`src/rtl/lpsdr_params.svh`:
```
// Purpose: shared constants for the low-power sdram command model
// Assumes: 10 MHz design clock
// Notes: tRP, tRFC and tXS counts derived from times in ns, the exit wait from us, the rest given in cycles
`ifndef LPSDR_PARAMS_SVH
`define LPSDR_PARAMS_SVH
`define LPSDR_CLK_NS 100
`define LPSDR_TRP_NS 30
`define LPSDR_TRP_CYC ((`LPSDR_TRP_NS + `LPSDR_CLK_NS - 1) / `LPSDR_CLK_NS)
`define LPSDR_TRFC_NS 110
`define LPSDR_TRFC_CYC ((`LPSDR_TRFC_NS + `LPSDR_CLK_NS - 1) / `LPSDR_CLK_NS)
`define LPSDR_TXS_NS 120
`define LPSDR_TXS_CYC ((`LPSDR_TXS_NS + `LPSDR_CLK_NS - 1) / `LPSDR_CLK_NS)
`define LPSDR_TXP_CYC 2
`define LPSDR_TCKE_CYC 2
`define LPSDR_TWR_CYC 2
`define LPSDR_DPD_EXIT_US 200
`define LPSDR_DPD_EXIT_CYC ((`LPSDR_DPD_EXIT_US * 1000) / `LPSDR_CLK_NS)
`define LPSDR_REFI_CYC 78
`define LPSDR_A10 10
`endif

```
`src/rtl/lpsdr_pkg.sv`:
```
// Purpose: types for the low-power sdram command model
// Assumes: four banks
// Notes: command encodings follow cs,ras,cas,we order
package lpsdr_pkg;
  typedef enum logic [3:0] {
    LPSDR_CMD_DESEL = 4'h8,
    LPSDR_CMD_NOP   = 4'h7,
    LPSDR_CMD_ACT   = 4'h3,
    LPSDR_CMD_RD    = 4'h5,
    LPSDR_CMD_WR    = 4'h4,
    LPSDR_CMD_BST   = 4'h6,
    LPSDR_CMD_PRE   = 4'h2,
    LPSDR_CMD_REF   = 4'h1,
    LPSDR_CMD_MRS   = 4'h0
  } lpsdr_cmd_t;
  typedef enum logic [1:0] {LPSDR_BK_IDLE, LPSDR_BK_ACTIVE, LPSDR_BK_PRECH} lpsdr_bank_t;
  typedef enum logic [2:0] {
    LPSDR_M_NORMAL, LPSDR_M_SELF_REF, LPSDR_M_PD_PRE, LPSDR_M_PD_ACT, LPSDR_M_DEEP
  } lpsdr_mode_t;
endpackage

```
`src/rtl/lpsdr_if.sv`:
```
// Purpose: command link between controller and device
// Assumes: one clock, command on each edge
// Notes: data pairs modelled as single words with mask
`timescale 1ns/100ps
interface lpsdr_if #(parameter int AW = 13, parameter int DW = 16);
  logic cke;
  logic [3:0] cmd;
  logic [AW-1:0] addr;
  logic [1:0] ba;
  logic [DW-1:0] wdata;
  logic dm;
  logic [DW-1:0] rdata;
  logic rvalid;
  modport ctrl (output cke, cmd, addr, ba, wdata, dm, input rdata, rvalid);
  modport dev (input cke, cmd, addr, ba, wdata, dm, output rdata, rvalid);
endinterface

```
`src/rtl/lpsdr_bank.sv`:
```
// Purpose: one bank state tracker with precharge timer
// Assumes: commands decoded by the owning device
// Notes: precharge ignored unless row active
`timescale 1ns/100ps
`include "lpsdr_params.svh"
module lpsdr_bank #(parameter int BL = 4) (
  // clock and reset
  input wire logic clk_i,
  input wire logic rst_n_i,
  // decoded strobes
  input wire logic act_i,
  input wire logic pre_i,
  input wire logic acc_i,
  input wire logic ap_i,
  input wire logic lose_i,
  // state
  output lpsdr_pkg::lpsdr_bank_t state_o
);
  lpsdr_pkg::lpsdr_bank_t state_reg, state_next;
  logic [3:0] cnt_reg, cnt_next;
  logic ap_reg, ap_next;
  assign state_o = state_reg;
  // bank state next value
  always_comb begin
    state_next = state_reg;
    cnt_next = cnt_reg;
    ap_next = ap_reg;
    if (lose_i) begin
      state_next = lpsdr_pkg::LPSDR_BK_IDLE;
      ap_next = 1'b0;
    end else begin
      unique case (state_reg)
        lpsdr_pkg::LPSDR_BK_IDLE: begin
          if (act_i) begin
            state_next = lpsdr_pkg::LPSDR_BK_ACTIVE;
          end
        end
        lpsdr_pkg::LPSDR_BK_ACTIVE: begin
          if (cnt_reg != 4'h0) begin
            cnt_next = cnt_reg - 4'h1;
          end
          if (pre_i) begin
            state_next = lpsdr_pkg::LPSDR_BK_PRECH;
            cnt_next = 4'(`LPSDR_TRP_CYC);
            ap_next = 1'b0;
          end else if (acc_i) begin
            ap_next = ap_i;
            cnt_next = 4'(BL / 2);
          end else if (ap_reg && cnt_reg == 4'h1) begin
            state_next = lpsdr_pkg::LPSDR_BK_PRECH;
            cnt_next = 4'(`LPSDR_TRP_CYC);
            ap_next = 1'b0;
          end
        end
        lpsdr_pkg::LPSDR_BK_PRECH: begin
          if (cnt_reg <= 4'h1) begin
            state_next = lpsdr_pkg::LPSDR_BK_IDLE;
            cnt_next = 4'h0;
          end else begin
            cnt_next = cnt_reg - 4'h1;
          end
        end
        default: state_next = lpsdr_pkg::LPSDR_BK_IDLE;
      endcase
    end
  end
  // bank state registers
  always_ff @(posedge clk_i or negedge rst_n_i) begin
    if (!rst_n_i) begin
      state_reg <= lpsdr_pkg::LPSDR_BK_IDLE;
      cnt_reg <= 4'h0;
      ap_reg <= 1'b0;
    end else begin
      state_reg <= state_next;
      cnt_reg <= cnt_next;
      ap_reg <= ap_next;
    end
  end
endmodule // lpsdr_bank

```
`src/rtl/lpsdr_dev.sv`:
```
// Purpose: device end: bank tracking, refresh, low-power modes
// Assumes: dev samples cke and command each clk_i edge
// Notes: array modelled as small word store per bank
`timescale 1ns/100ps
`include "lpsdr_params.svh"
module lpsdr_dev #(
  parameter int AW = 13,
  parameter int DW = 16,
  parameter int BL = 4,
  parameter int RAW = 13,
  parameter int MW = 4
) (
  // clock and reset
  input wire logic clk_i,
  input wire logic rst_n_i,
  // link
  lpsdr_if.dev link,
  // status
  output lpsdr_pkg::lpsdr_mode_t mode_o,
  output logic [RAW-1:0] ref_row_o,
  output logic [3:0] bank_active_o,
  output logic need_init_o
);
  localparam int NB = 4;
  lpsdr_pkg::lpsdr_cmd_t cmd;
  lpsdr_pkg::lpsdr_bank_t bank_st [NB];
  lpsdr_pkg::lpsdr_mode_t mode_reg, mode_next;
  logic [RAW-1:0] row_reg, row_next;
  logic [7:0] sref_cnt_reg, sref_cnt_next;
  logic init_reg, init_next;
  logic [3:0] act_reg, act_next;
  logic [1:0] wr_bank_reg, wr_bank_next;
  logic [3:0] wr_left_reg, wr_left_next;
  logic [MW-1:0] wr_col_reg, wr_col_next;
  logic [DW-1:0] mem [NB][2**MW];
  logic [DW-1:0] rdata_reg, rdata_next;
  logic rvalid_reg, rvalid_next;
  logic [NB-1:0] act_s, pre_s, acc_s;
  logic live, any_open, wr_trunc, wr_en;

  // decodes a bank-targeted strobe from bank select and a10
  function automatic logic [NB-1:0] lpsdr_sel(input logic [1:0] ba, input logic all);
    lpsdr_sel = all ? 4'hF : (4'h1 << ba);
  endfunction

  assign cmd = lpsdr_pkg::lpsdr_cmd_t'(link.cmd);
  assign mode_o = mode_reg;
  assign ref_row_o = row_reg;
  assign bank_active_o = act_reg;
  assign need_init_o = init_reg;
  assign link.rdata = rdata_reg;
  assign link.rvalid = rvalid_reg;
  // commands count only in normal mode with cke high
  assign live = (mode_reg == lpsdr_pkg::LPSDR_M_NORMAL) && link.cke;
  assign act_s = (live && cmd == lpsdr_pkg::LPSDR_CMD_ACT) ? lpsdr_sel(link.ba, 1'b0) : 4'h0;
  assign pre_s = (live && cmd == lpsdr_pkg::LPSDR_CMD_PRE) ?
                 lpsdr_sel(link.ba, link.addr[`LPSDR_A10]) : 4'h0;
  assign acc_s = (live && (cmd == lpsdr_pkg::LPSDR_CMD_RD || cmd == lpsdr_pkg::LPSDR_CMD_WR)) ?
                 lpsdr_sel(link.ba, 1'b0) : 4'h0;
  assign wr_trunc = pre_s[wr_bank_reg];
  assign wr_en = (wr_left_reg != 4'h0) && !wr_trunc && !link.dm;

  // one tracker per bank
  for (genvar b = 0; b < NB; b++) begin : g_bank
    lpsdr_bank #(.BL(BL)) u_bank (
      .clk_i(clk_i),
      .rst_n_i(rst_n_i),
      .act_i(act_s[b]),
      .pre_i(pre_s[b]),
      .acc_i(acc_s[b]),
      .ap_i(link.addr[`LPSDR_A10]),
      .lose_i(mode_reg == lpsdr_pkg::LPSDR_M_DEEP),
      .state_o(bank_st[b])
    );
  end

  // mode, refresh and data next values
  always_comb begin
    mode_next = mode_reg;
    row_next = row_reg;
    sref_cnt_next = sref_cnt_reg;
    init_next = init_reg;
    wr_bank_next = wr_bank_reg;
    wr_left_next = wr_left_reg;
    wr_col_next = wr_col_reg;
    rdata_next = rdata_reg;
    rvalid_next = 1'b0;
    any_open = 1'b0;
    for (int b = 0; b < NB; b++) begin
      act_next[b] = (bank_st[b] == lpsdr_pkg::LPSDR_BK_ACTIVE);
      any_open = any_open | act_next[b];
    end
    if (wr_left_reg != 4'h0) begin
      wr_left_next = wr_trunc ? 4'h0 : wr_left_reg - 4'h1;
      wr_col_next = wr_col_reg + 1'b1;
    end
    unique case (mode_reg)
      lpsdr_pkg::LPSDR_M_NORMAL: begin
        if (!link.cke) begin
          if (cmd == lpsdr_pkg::LPSDR_CMD_REF) begin
            mode_next = lpsdr_pkg::LPSDR_M_SELF_REF;
            sref_cnt_next = 8'h0;
          end else if (cmd == lpsdr_pkg::LPSDR_CMD_BST && !any_open) begin
            mode_next = lpsdr_pkg::LPSDR_M_DEEP;
            init_next = 1'b1;
          end else if (wr_left_reg == 4'h0) begin
            mode_next = any_open ? lpsdr_pkg::LPSDR_M_PD_ACT : lpsdr_pkg::LPSDR_M_PD_PRE;
          end
        end else if (cmd == lpsdr_pkg::LPSDR_CMD_REF) begin
          row_next = row_reg + 1'b1;
        end else if (cmd == lpsdr_pkg::LPSDR_CMD_MRS) begin
          init_next = 1'b0;
        end else if (cmd == lpsdr_pkg::LPSDR_CMD_WR && bank_st[link.ba] == lpsdr_pkg::LPSDR_BK_ACTIVE) begin
          wr_bank_next = link.ba;
          wr_left_next = 4'(BL);
          wr_col_next = link.addr[MW-1:0];
        end else if (cmd == lpsdr_pkg::LPSDR_CMD_RD && bank_st[link.ba] == lpsdr_pkg::LPSDR_BK_ACTIVE) begin
          rdata_next = mem[link.ba][link.addr[MW-1:0]];
          rvalid_next = 1'b1;
        end
      end
      lpsdr_pkg::LPSDR_M_SELF_REF: begin
        sref_cnt_next = sref_cnt_reg + 8'h1;
        if (sref_cnt_reg == 8'(`LPSDR_REFI_CYC)) begin
          row_next = row_reg + 1'b1;
          sref_cnt_next = 8'h0;
        end
        if (link.cke) begin
          mode_next = lpsdr_pkg::LPSDR_M_NORMAL;
        end
      end
      lpsdr_pkg::LPSDR_M_PD_PRE, lpsdr_pkg::LPSDR_M_PD_ACT: begin
        if (link.cke && (cmd == lpsdr_pkg::LPSDR_CMD_NOP || cmd == lpsdr_pkg::LPSDR_CMD_DESEL)) begin
          mode_next = lpsdr_pkg::LPSDR_M_NORMAL;
        end
      end
      lpsdr_pkg::LPSDR_M_DEEP: begin
        row_next = '0;
        if (link.cke) begin
          mode_next = lpsdr_pkg::LPSDR_M_NORMAL;
        end
      end
      default: mode_next = lpsdr_pkg::LPSDR_M_NORMAL;
    endcase
  end

  // mode and refresh registers
  always_ff @(posedge clk_i or negedge rst_n_i) begin
    if (!rst_n_i) begin
      mode_reg <= lpsdr_pkg::LPSDR_M_NORMAL;
      row_reg <= '0;
      sref_cnt_reg <= 8'h0;
      init_reg <= 1'b1;
      act_reg <= 4'h0;
      wr_bank_reg <= 2'h0;
      wr_left_reg <= 4'h0;
      wr_col_reg <= '0;
      rdata_reg <= '0;
      rvalid_reg <= 1'b0;
    end else begin
      mode_reg <= mode_next;
      row_reg <= row_next;
      sref_cnt_reg <= sref_cnt_next;
      init_reg <= init_next;
      act_reg <= act_next;
      wr_bank_reg <= wr_bank_next;
      wr_left_reg <= wr_left_next;
      wr_col_reg <= wr_col_next;
      rdata_reg <= rdata_next;
      rvalid_reg <= rvalid_next;
    end
  end

  // array store: only pairs before truncation, unmasked
  always_ff @(posedge clk_i) begin
    if (wr_en) begin
      mem[wr_bank_reg][wr_col_reg] <= link.wdata;
    end
  end
endmodule // lpsdr_dev

```
`src/flat_wrapper.sv`:
```
// flat-port wrapper written by rule: the top's interface ports become plain ports
module lpsdr_dev_flat 
#(
  parameter int AW = 13,
  parameter int DW = 16,
  parameter int BL = 4,
  parameter int RAW = 13,
  parameter int MW = 4
)
  (clk_i, rst_n_i, mode_o, ref_row_o, bank_active_o, need_init_o, link_cke, link_cmd, link_addr, link_ba, link_wdata, link_dm, link_rdata, link_rvalid);
  lpsdr_if #(.AW(AW), .DW(DW)) link_i ();
  input wire logic clk_i;
  input wire logic rst_n_i;
  output lpsdr_pkg::lpsdr_mode_t mode_o;
  output logic [RAW-1:0] ref_row_o;
  output logic [3:0] bank_active_o;
  output logic need_init_o;
  input wire logic [$bits(link_i.cke)-1:0] link_cke;
  input wire logic [$bits(link_i.cmd)-1:0] link_cmd;
  input wire logic [$bits(link_i.addr)-1:0] link_addr;
  input wire logic [$bits(link_i.ba)-1:0] link_ba;
  input wire logic [$bits(link_i.wdata)-1:0] link_wdata;
  input wire logic [$bits(link_i.dm)-1:0] link_dm;
  output wire logic [$bits(link_i.rdata)-1:0] link_rdata;
  output wire logic [$bits(link_i.rvalid)-1:0] link_rvalid;
  assign link_i.cke = link_cke;
  assign link_i.cmd = link_cmd;
  assign link_i.addr = link_addr;
  assign link_i.ba = link_ba;
  assign link_i.wdata = link_wdata;
  assign link_i.dm = link_dm;
  assign link_rdata = link_i.rdata;
  assign link_rvalid = link_i.rvalid;
  lpsdr_dev #(.AW(AW), .DW(DW), .BL(BL), .RAW(RAW), .MW(MW)) u_core (.clk_i(clk_i), .rst_n_i(rst_n_i), .link(link_i), .mode_o(mode_o), .ref_row_o(ref_row_o), .bank_active_o(bank_active_o), .need_init_o(need_init_o));
endmodule
```
`config.mk`:
```
export PLATFORM = sky130hd
export DESIGN_NAME = lpsdr_dev_flat
export DESIGN_NICKNAME = d
export VERILOG_FILES = /design/src/rtl/lpsdr_pkg.sv /design/src/rtl/lpsdr_if.sv /design/src/rtl/lpsdr_bank.sv /design/src/rtl/lpsdr_dev.sv /design/src/flat_wrapper.sv
export VERILOG_INCLUDE_DIRS = /design/src /design/src/rtl
export SDC_FILE = /design/constraint.sdc
export NUM_CORES = 1
export LEC_CHECK = 0
export BUFFER_PORTS_ARGS = -buffer_cell sky130_fd_sc_hd__buf_2
export CELL_PAD_IN_SITES_DETAIL_PLACEMENT = 1
export CELL_PAD_IN_SITES_GLOBAL_PLACEMENT = 1
export CORE_AREA = 2 2 314 316
export DETAILED_ROUTE_END_ITERATION = 6
export DIE_AREA = 0 0 316 318
export PLACE_DENSITY_LB_ADDON = 0.25
export SKIP_CTS_REPAIR_TIMING = 1
export SYNTH_ARGS = -nofsm -noshare
export SYNTH_HDL_FRONTEND = slang
export SYNTH_SLANG_ARGS = --single-unit
```
`constraint.sdc`:
```
create_clock -name clk_i -period 6.75 [get_ports clk_i]
set_clock_uncertainty 0.15 [all_clocks]
set_input_delay 1.0125 -clock clk_i [delete_from_list [all_inputs] [get_ports clk_i]]
set_output_delay 1.0125 -clock clk_i [all_outputs]
set_load 0.005 [all_outputs]
```
* Word level (Yosys, flattened, before mapping) *
Memories as Yosys holds them, arrays and structs flattened.
Cells that the tools add are included.

word-level totals
  bits in writable memories = 1,024
  memories kept = 1
  register bits after elaboration = 84
  bits of input ports = 39
  word-level logic and storage cells = 300
  output and inout port bits = 38

operators by class
  multiplexer cells = 128
  $add $sub $neg = 8
  reduce and logical (&&, ||, !) cells = 67
  shifts and indexed selects = 1
  $lt $le $gt $ge = 9
  equality and inequality tests = 54
  bitwise gates (word level) = 10

memories
  name        depth  width  read ports  clocked after Yosys merged registers in  write ports  line             text
  u_core.mem  4      256    1           0                                        1            lpsdr_dev.sv:35  logic [DW-1:0] mem [NB][2**MW];

operators by type and width
  operator             count
  $mux 256             1
  $mux 4               37
  $bmux 16 s4          1
  $demux 16 s4         1
  $mux 2               26
  $mux 16              3
  $mux 13              3
  $pmux 13 s3          1
  $ne 4x4->1 const B   9
  $reduce_bool 4->1    9
  $mux 1               34
  $pmux 4 s2           4
  $reduce_and 4->1     7
  $mux 8               3
  $pmux 2 s3           4
  $eq 4x1->1 const B   5
  $ne 5x5->1 const B   4
  $reduce_bool 2->1    10
  $sub 4x1->4 const B  5
  $mux 3               6
  $eq 4x3->1 const B   4
  $le 4x1->1 const B   4
  $pmux 8 s2           1
  $logic_and 1x1->1    15
  other kinds (39)     80

* Longest topological paths before layout *
  word-level depth = 13
  mapped depth = 11
  mapped depth without buffers = 8

* Modules after synthesis *
Synthesis repeated with hierarchy kept, for this count alone.

second synthesis, totals
  cell total of the unflattened synthesis = 2,371
  area total of the unflattened synthesis = 44,644.1 µm²

by module, submodules not included
  module      area each (µm²)  times used  cells an instance  sequential area each (µm²)
  lpsdr_dev   42,336.9         1           2,123              32,152.1
  lpsdr_bank  576.8            4           62                 175.2

* Worst setup path before layout *
Ideal clock, no wire load.

  kind = input to register
  from = input link_ba[0]
  to = memory u_core.mem[3][48] in the netlist's numbering (enable)
  required time = 6.212 ns
  library setup time = 0.388 ns
  path buffers = 4
  arrival = 3.011 ns
  setup slack = 3.200 ns
  stages = 10
  cell sequence = buf_6 -> buf_12 -> buf_12 -> xnor2_1 -> a21oi_1 -> o21ai_1 -> nor2_4 -> nand2_2 -> buf_2 -> nor2_1

between the ends
  cells in the longest elaborated chain, start to end = 10

ends and longest elaborated chain
  what                            line                text
  from (decl)                     flat_wrapper.sv:21  input wire logic [$bits(link_i.ba)-1:0] link_ba;
  $shl 1x2->4                     lpsdr_dev.sv:43     lpsdr_sel = all ? 4'hF : (4'h1 << ba);
  $mux 4                          lpsdr_dev.sv:43
  $mux 4                          lpsdr_dev.sv:56     assign pre_s = (live && cmd == lpsdr_pkg::LPSDR_CMD_PRE) ?
  $bmux 1 s2                      lpsdr_dev.sv:60     assign wr_trunc = pre_s[wr_bank_reg];
  $mux 1 (implied by the code)    lpsdr_dev.sv:60
  $logic_not 1->1                 lpsdr_dev.sv:61     assign wr_en = (wr_left_reg != 4'h0) && !wr_trunc && !link.dm;
  $logic_and 1x1->1 (2 in a row)  lpsdr_dev.sv:61
  $mux 1                          lpsdr_dev.sv:176    if (wr_en) begin
  $mux 256 (implied by the code)  lpsdr_dev.sv:177    mem[wr_bank_reg][wr_col_reg] <= link.wdata;
  to (decl)                       lpsdr_dev.sv:35

No other way between the ends. The select of a mux whose other input is x is not followed.

* Final worst setup path *
  from = input link_addr[1]
  to = register u_core.rdata_reg[7] (netlist: u_core.link.rdata[7])

between the ends
  cells in the longest elaborated chain, start to end = 4

ends and longest elaborated chain
  what                                        line                text
  from (decl)                                 flat_wrapper.sv:20  input wire logic [$bits(link_i.addr)-1:0] link_addr;
  $not 4->5 (implied by the code)             lpsdr_dev.sv:118    rdata_next = mem[link.ba][link.addr[MW-1:0]];
  $bmux 16 s4                                 lpsdr_dev.sv:118
  $mux 16 (implied by the code) (2 in a row)  lpsdr_dev.sv:118
  to (signal assigned)                        lpsdr_dev.sv:169    rdata_reg <= rdata_next;
  to (decl)                                   lpsdr_dev.sv:36     logic [DW-1:0] rdata_reg, rdata_next;

No other way between the ends. The select of a mux whose other input is x is not followed.
A chain may end at the register's enable or synchronous reset.

==> results_dict.tcl <==
set metrics [dict create \
    syn_area_per_cell_um2 19.2 \
    finalHoldViolCount 0 \
    period_needed_ns 4.04 \
    fillers 8737 \
    leakagePower_nw 16.5 \
    timing.fmax_mhz 248 \
    first_iter_violations 2371 \
    ys_seq_area_share_pct 73.9 \
    numPortBuffers 68 \
    seqCellArea_mm2 0.0329 \
    crit_chain "buf_2 -> buf_4 -> and2_1 -> buf_4 -> nand2_1 -> nand3_1 -> nand2_1 -> a211oi_1 -> a21o_1" \
    total_power_mw 16.2 \
    yosysTopAreaCell "edfxtp_1" \
    placed_area_mm2 0.0463 \
    die_h_um 318 \
    post_drt_wl_per_cell_um 30.6 \
    synth_edf_count 1024 \
    drive_gt1_share_pct 23.0 \
    synth_cell_type_count 91 \
    synth_ff_type "edfxtp_1" \
    start_kind "primary input" \
    grt_use_total_pct 23.7 \
    vias 23400 \
    grt_pass1_vias 24700 \
    drv_slew 0 \
    layout_commonest_cell "edfxtp_1" \
    clk_latency_ns 0.72 \
    fin_crit_sh_pct 59.8 \
    routed_wl_um 118000 \
    synth_top_area_share_pct 69.2 \
    rsz0062_at_grt "no" \
    rows 115 \
    maxCapViolations 0 \
    synth_seq_cells 1108 \
    critPathKind "in2reg" \
    slew_headroom_pct 9.00 \
    drt-pass1-iter-count 5 \
    fin_setup_tns_ns 0 \
    critPathTopFamily "buffers and inverters" \
    vdd_ir_drop_max_v 0.000208 \
    initial_core_util_pct 45.6 \
    layout_common_cells "1024 x edfxtp_1, 219 x mux4_2, 123 x nor2_1" \
    async_reset_ff_share_pct 7.58 \
    clockBufferDepth 3 \
    multi_input_area_mm2 0.0106 \
    grt_pass1_wl_um 172000 \
    yosys-top-cells-area "edfxtp_1 69%, mux4_2 11%, dfrtp_1 4.7%, mux2i_1 1.5%, nor2_1 1.0%" \
    die_x_um 316 \
    core_mm2 0.0974 \
    netlist_area_mm2 0.0445 \
    antenna_left 0 \
    grt_start_max_net_pins 123 \
    area_growth_pct 12.3 \
    cp_slowest_cell "and2_1" \
    grt_antenna_before_repair 2 \
    path_buf_inv 3 \
    syn-instance-count 2310 \
    syn-num-nets 2369 \
    dpl_worst_slack_ns 2.21 \
    worst_pin_slew_ns 1.36 \
    worstPathArrival_ns 4.53 \
    required_ns 7.24 \
    final_area_mm2 0.0499 \
    cts_buffers 110 \
    drc 0 \
    grt_overflow 0 \
    outcome "finished, final reports clean" \
    setup_slack_ns 2.71 \
    power_density_mw_per_mm2 324 \
    yosysWarnings 0 \
    cts.sinks 1108 \
    io_pins 77 \
    viasPerCell 6.08 \
    layout.nets 2521 \
    dp_hpwl_um 69200 \
    cts-root-buf "clkbuf_16" \
    largest_reg_flops 1024 \
    setup_violations 0 \
    cts_tree "built" \
    dieArea_mm2 0.100 \
    crit_path_end_kind "flip-flop" \
    place_congestion 0.811 \
    ctsHtreeMaxLevel 3 \
    worstPathMaxFanout 51 \
    max_stage_delay_ns 0.88 \
    clk_pin_slew_worst_paths_ns 0.06 \
    hold_class "in2async" \
]
## routing by layer
| metal | GRT usage (%) | wire [µm] | up-vias |
|---|---|---|---|
| met5 | 0 | 10 | - |
| met4 | 7.14 | 3160 | 2 |
| met3 | 3.50 | 7430 | 161 |
| met2 | 38.9 | 58700 | 885 |
| met1 | 32.9 | 48500 | 12600 |
| li1 | - | - | 9762 |
## worst register-to-register path, cell delays in order, from the launching register on
cell     delay, ns
dfrtp_1       0.89
nor4b_4       0.11
buf_4         0.22
nand3_2       0.20
o21ai_1       0.21
nor2_4        0.23
nand2_2       0.33
nor2_1        0.96
buf_4         0.39
## area by class of cell
| cell class | instances | area share [%] |
|---|---|---|
| Antenna cell | 1 | 0.00501 |
| Inverter | 21 | 0.158 |
| Timing Repair Buffer | 162 | 2.22 |
| Tap cell | 1287 | 3.22 |
| Sequential cell | 1108 | 65.8 |
| Clock inverter | 71 | 1.61 |
| Multi-Input combinational cell | 1059 | 21.3 |
| Clock buffer | 134 | 5.71 |
## synth_stat cells (7+ instances only)
library cell,number
a211oi_1,12
a21oi_1,50
a22o_1,8
a22oi_1,50
a31oi_1,7
a32oi_1,8
and3_1,9
buf_12,9
buf_2,32
buf_4,25
buf_6,22
clkbuf_1,29
dfrtp_1,83
edfxtp_1,1024
ha_1,20
inv_1,19
mux2_2,11
mux2i_1,68
mux4_1,15
mux4_2,219
nand2_1,84
nand2b_1,13
nand3_1,59
nand4_1,14
nor2_1,124
nor2b_1,27
nor3_1,22
nor4_1,8
o21ai_0,46
o21ai_1,20
o221ai_1,7
o22ai_1,24
o31ai_1,7
xnor2_1,17
## cell families (layout without fill, tap and decap cells)
family | after synthesis | in the layout | synth area share (%)
flip-flops | 1108 | 1108 | 73.9
multiplexers | 313 | 313 | 13.8
XOR/XNOR | 18 | 18 | 0.355
AO/OA/AOI/OAI | 290 | 290 | 4.37
AND/OR/NAND/NOR | 418 | 418 | 4.81
buffers and inverters | 143 | 388 | 2.21
adder cells (fa/ha/maj) | 20 | 20 | 0.563
other | 0 | 1 | 0
## report_power, final
group / internal, mW / switching (mW) / total, mW
Clock: 3.56 / 2.66 / 6.21
Combinational: 0.661 / 1.13 / 1.79
Sequential: 7.89 / 0.284 / 8.17
Total: 12.1 / 4.07 / 16.2
## worst paths after layout
path                                                                      from                                        endpoint  slack (ns)  cells past startpoint
worst max-delay path                                              link_addr[1]                u_core.link.rdata[7]$_DFFE_PN0P_        2.71                      9
worst min-delay path                                                   rst_n_i                u_core.link.rdata[9]$_DFFE_PN0P_        0.18                      1
worst max register to register                    u_core.mode_o[1]$_DFFE_PN0P_                    u_core.mem[1][103]$_DFFE_PP_        2.76                      8
worst min register to register  u_core.g_bank[1].u_bank.state_o[1]$_DFFE_PN0P_  u_core.g_bank[1].u_bank.state_o[0]$_DFFE_PN0P_        0.29                      1
max in group asynchronous                                              rst_n_i  u_core.g_bank[3].u_bank.cnt_reg[0]$_DFFE_PN0P_        5.10                      2
min in group clk_i              u_core.g_bank[1].u_bank.state_o[1]$_DFFE_PN0P_  u_core.g_bank[1].u_bank.state_o[0]$_DFFE_PN0P_        0.29                      1
## stage by stage
step / util (%) / std cells / hold slack, ns
floorplan: - / 2310 / 0.272
CTS: 51.3 / 3842 / 0.178
detailed placement: 47.5 / 3637 / 0.292
global route: 51.3 / 3842 / 0.206
finish: 51.3 / 3843 / 0.184
global placement: 47.5 / 3637 / 0.284
(Power assumes the default switching activity.)
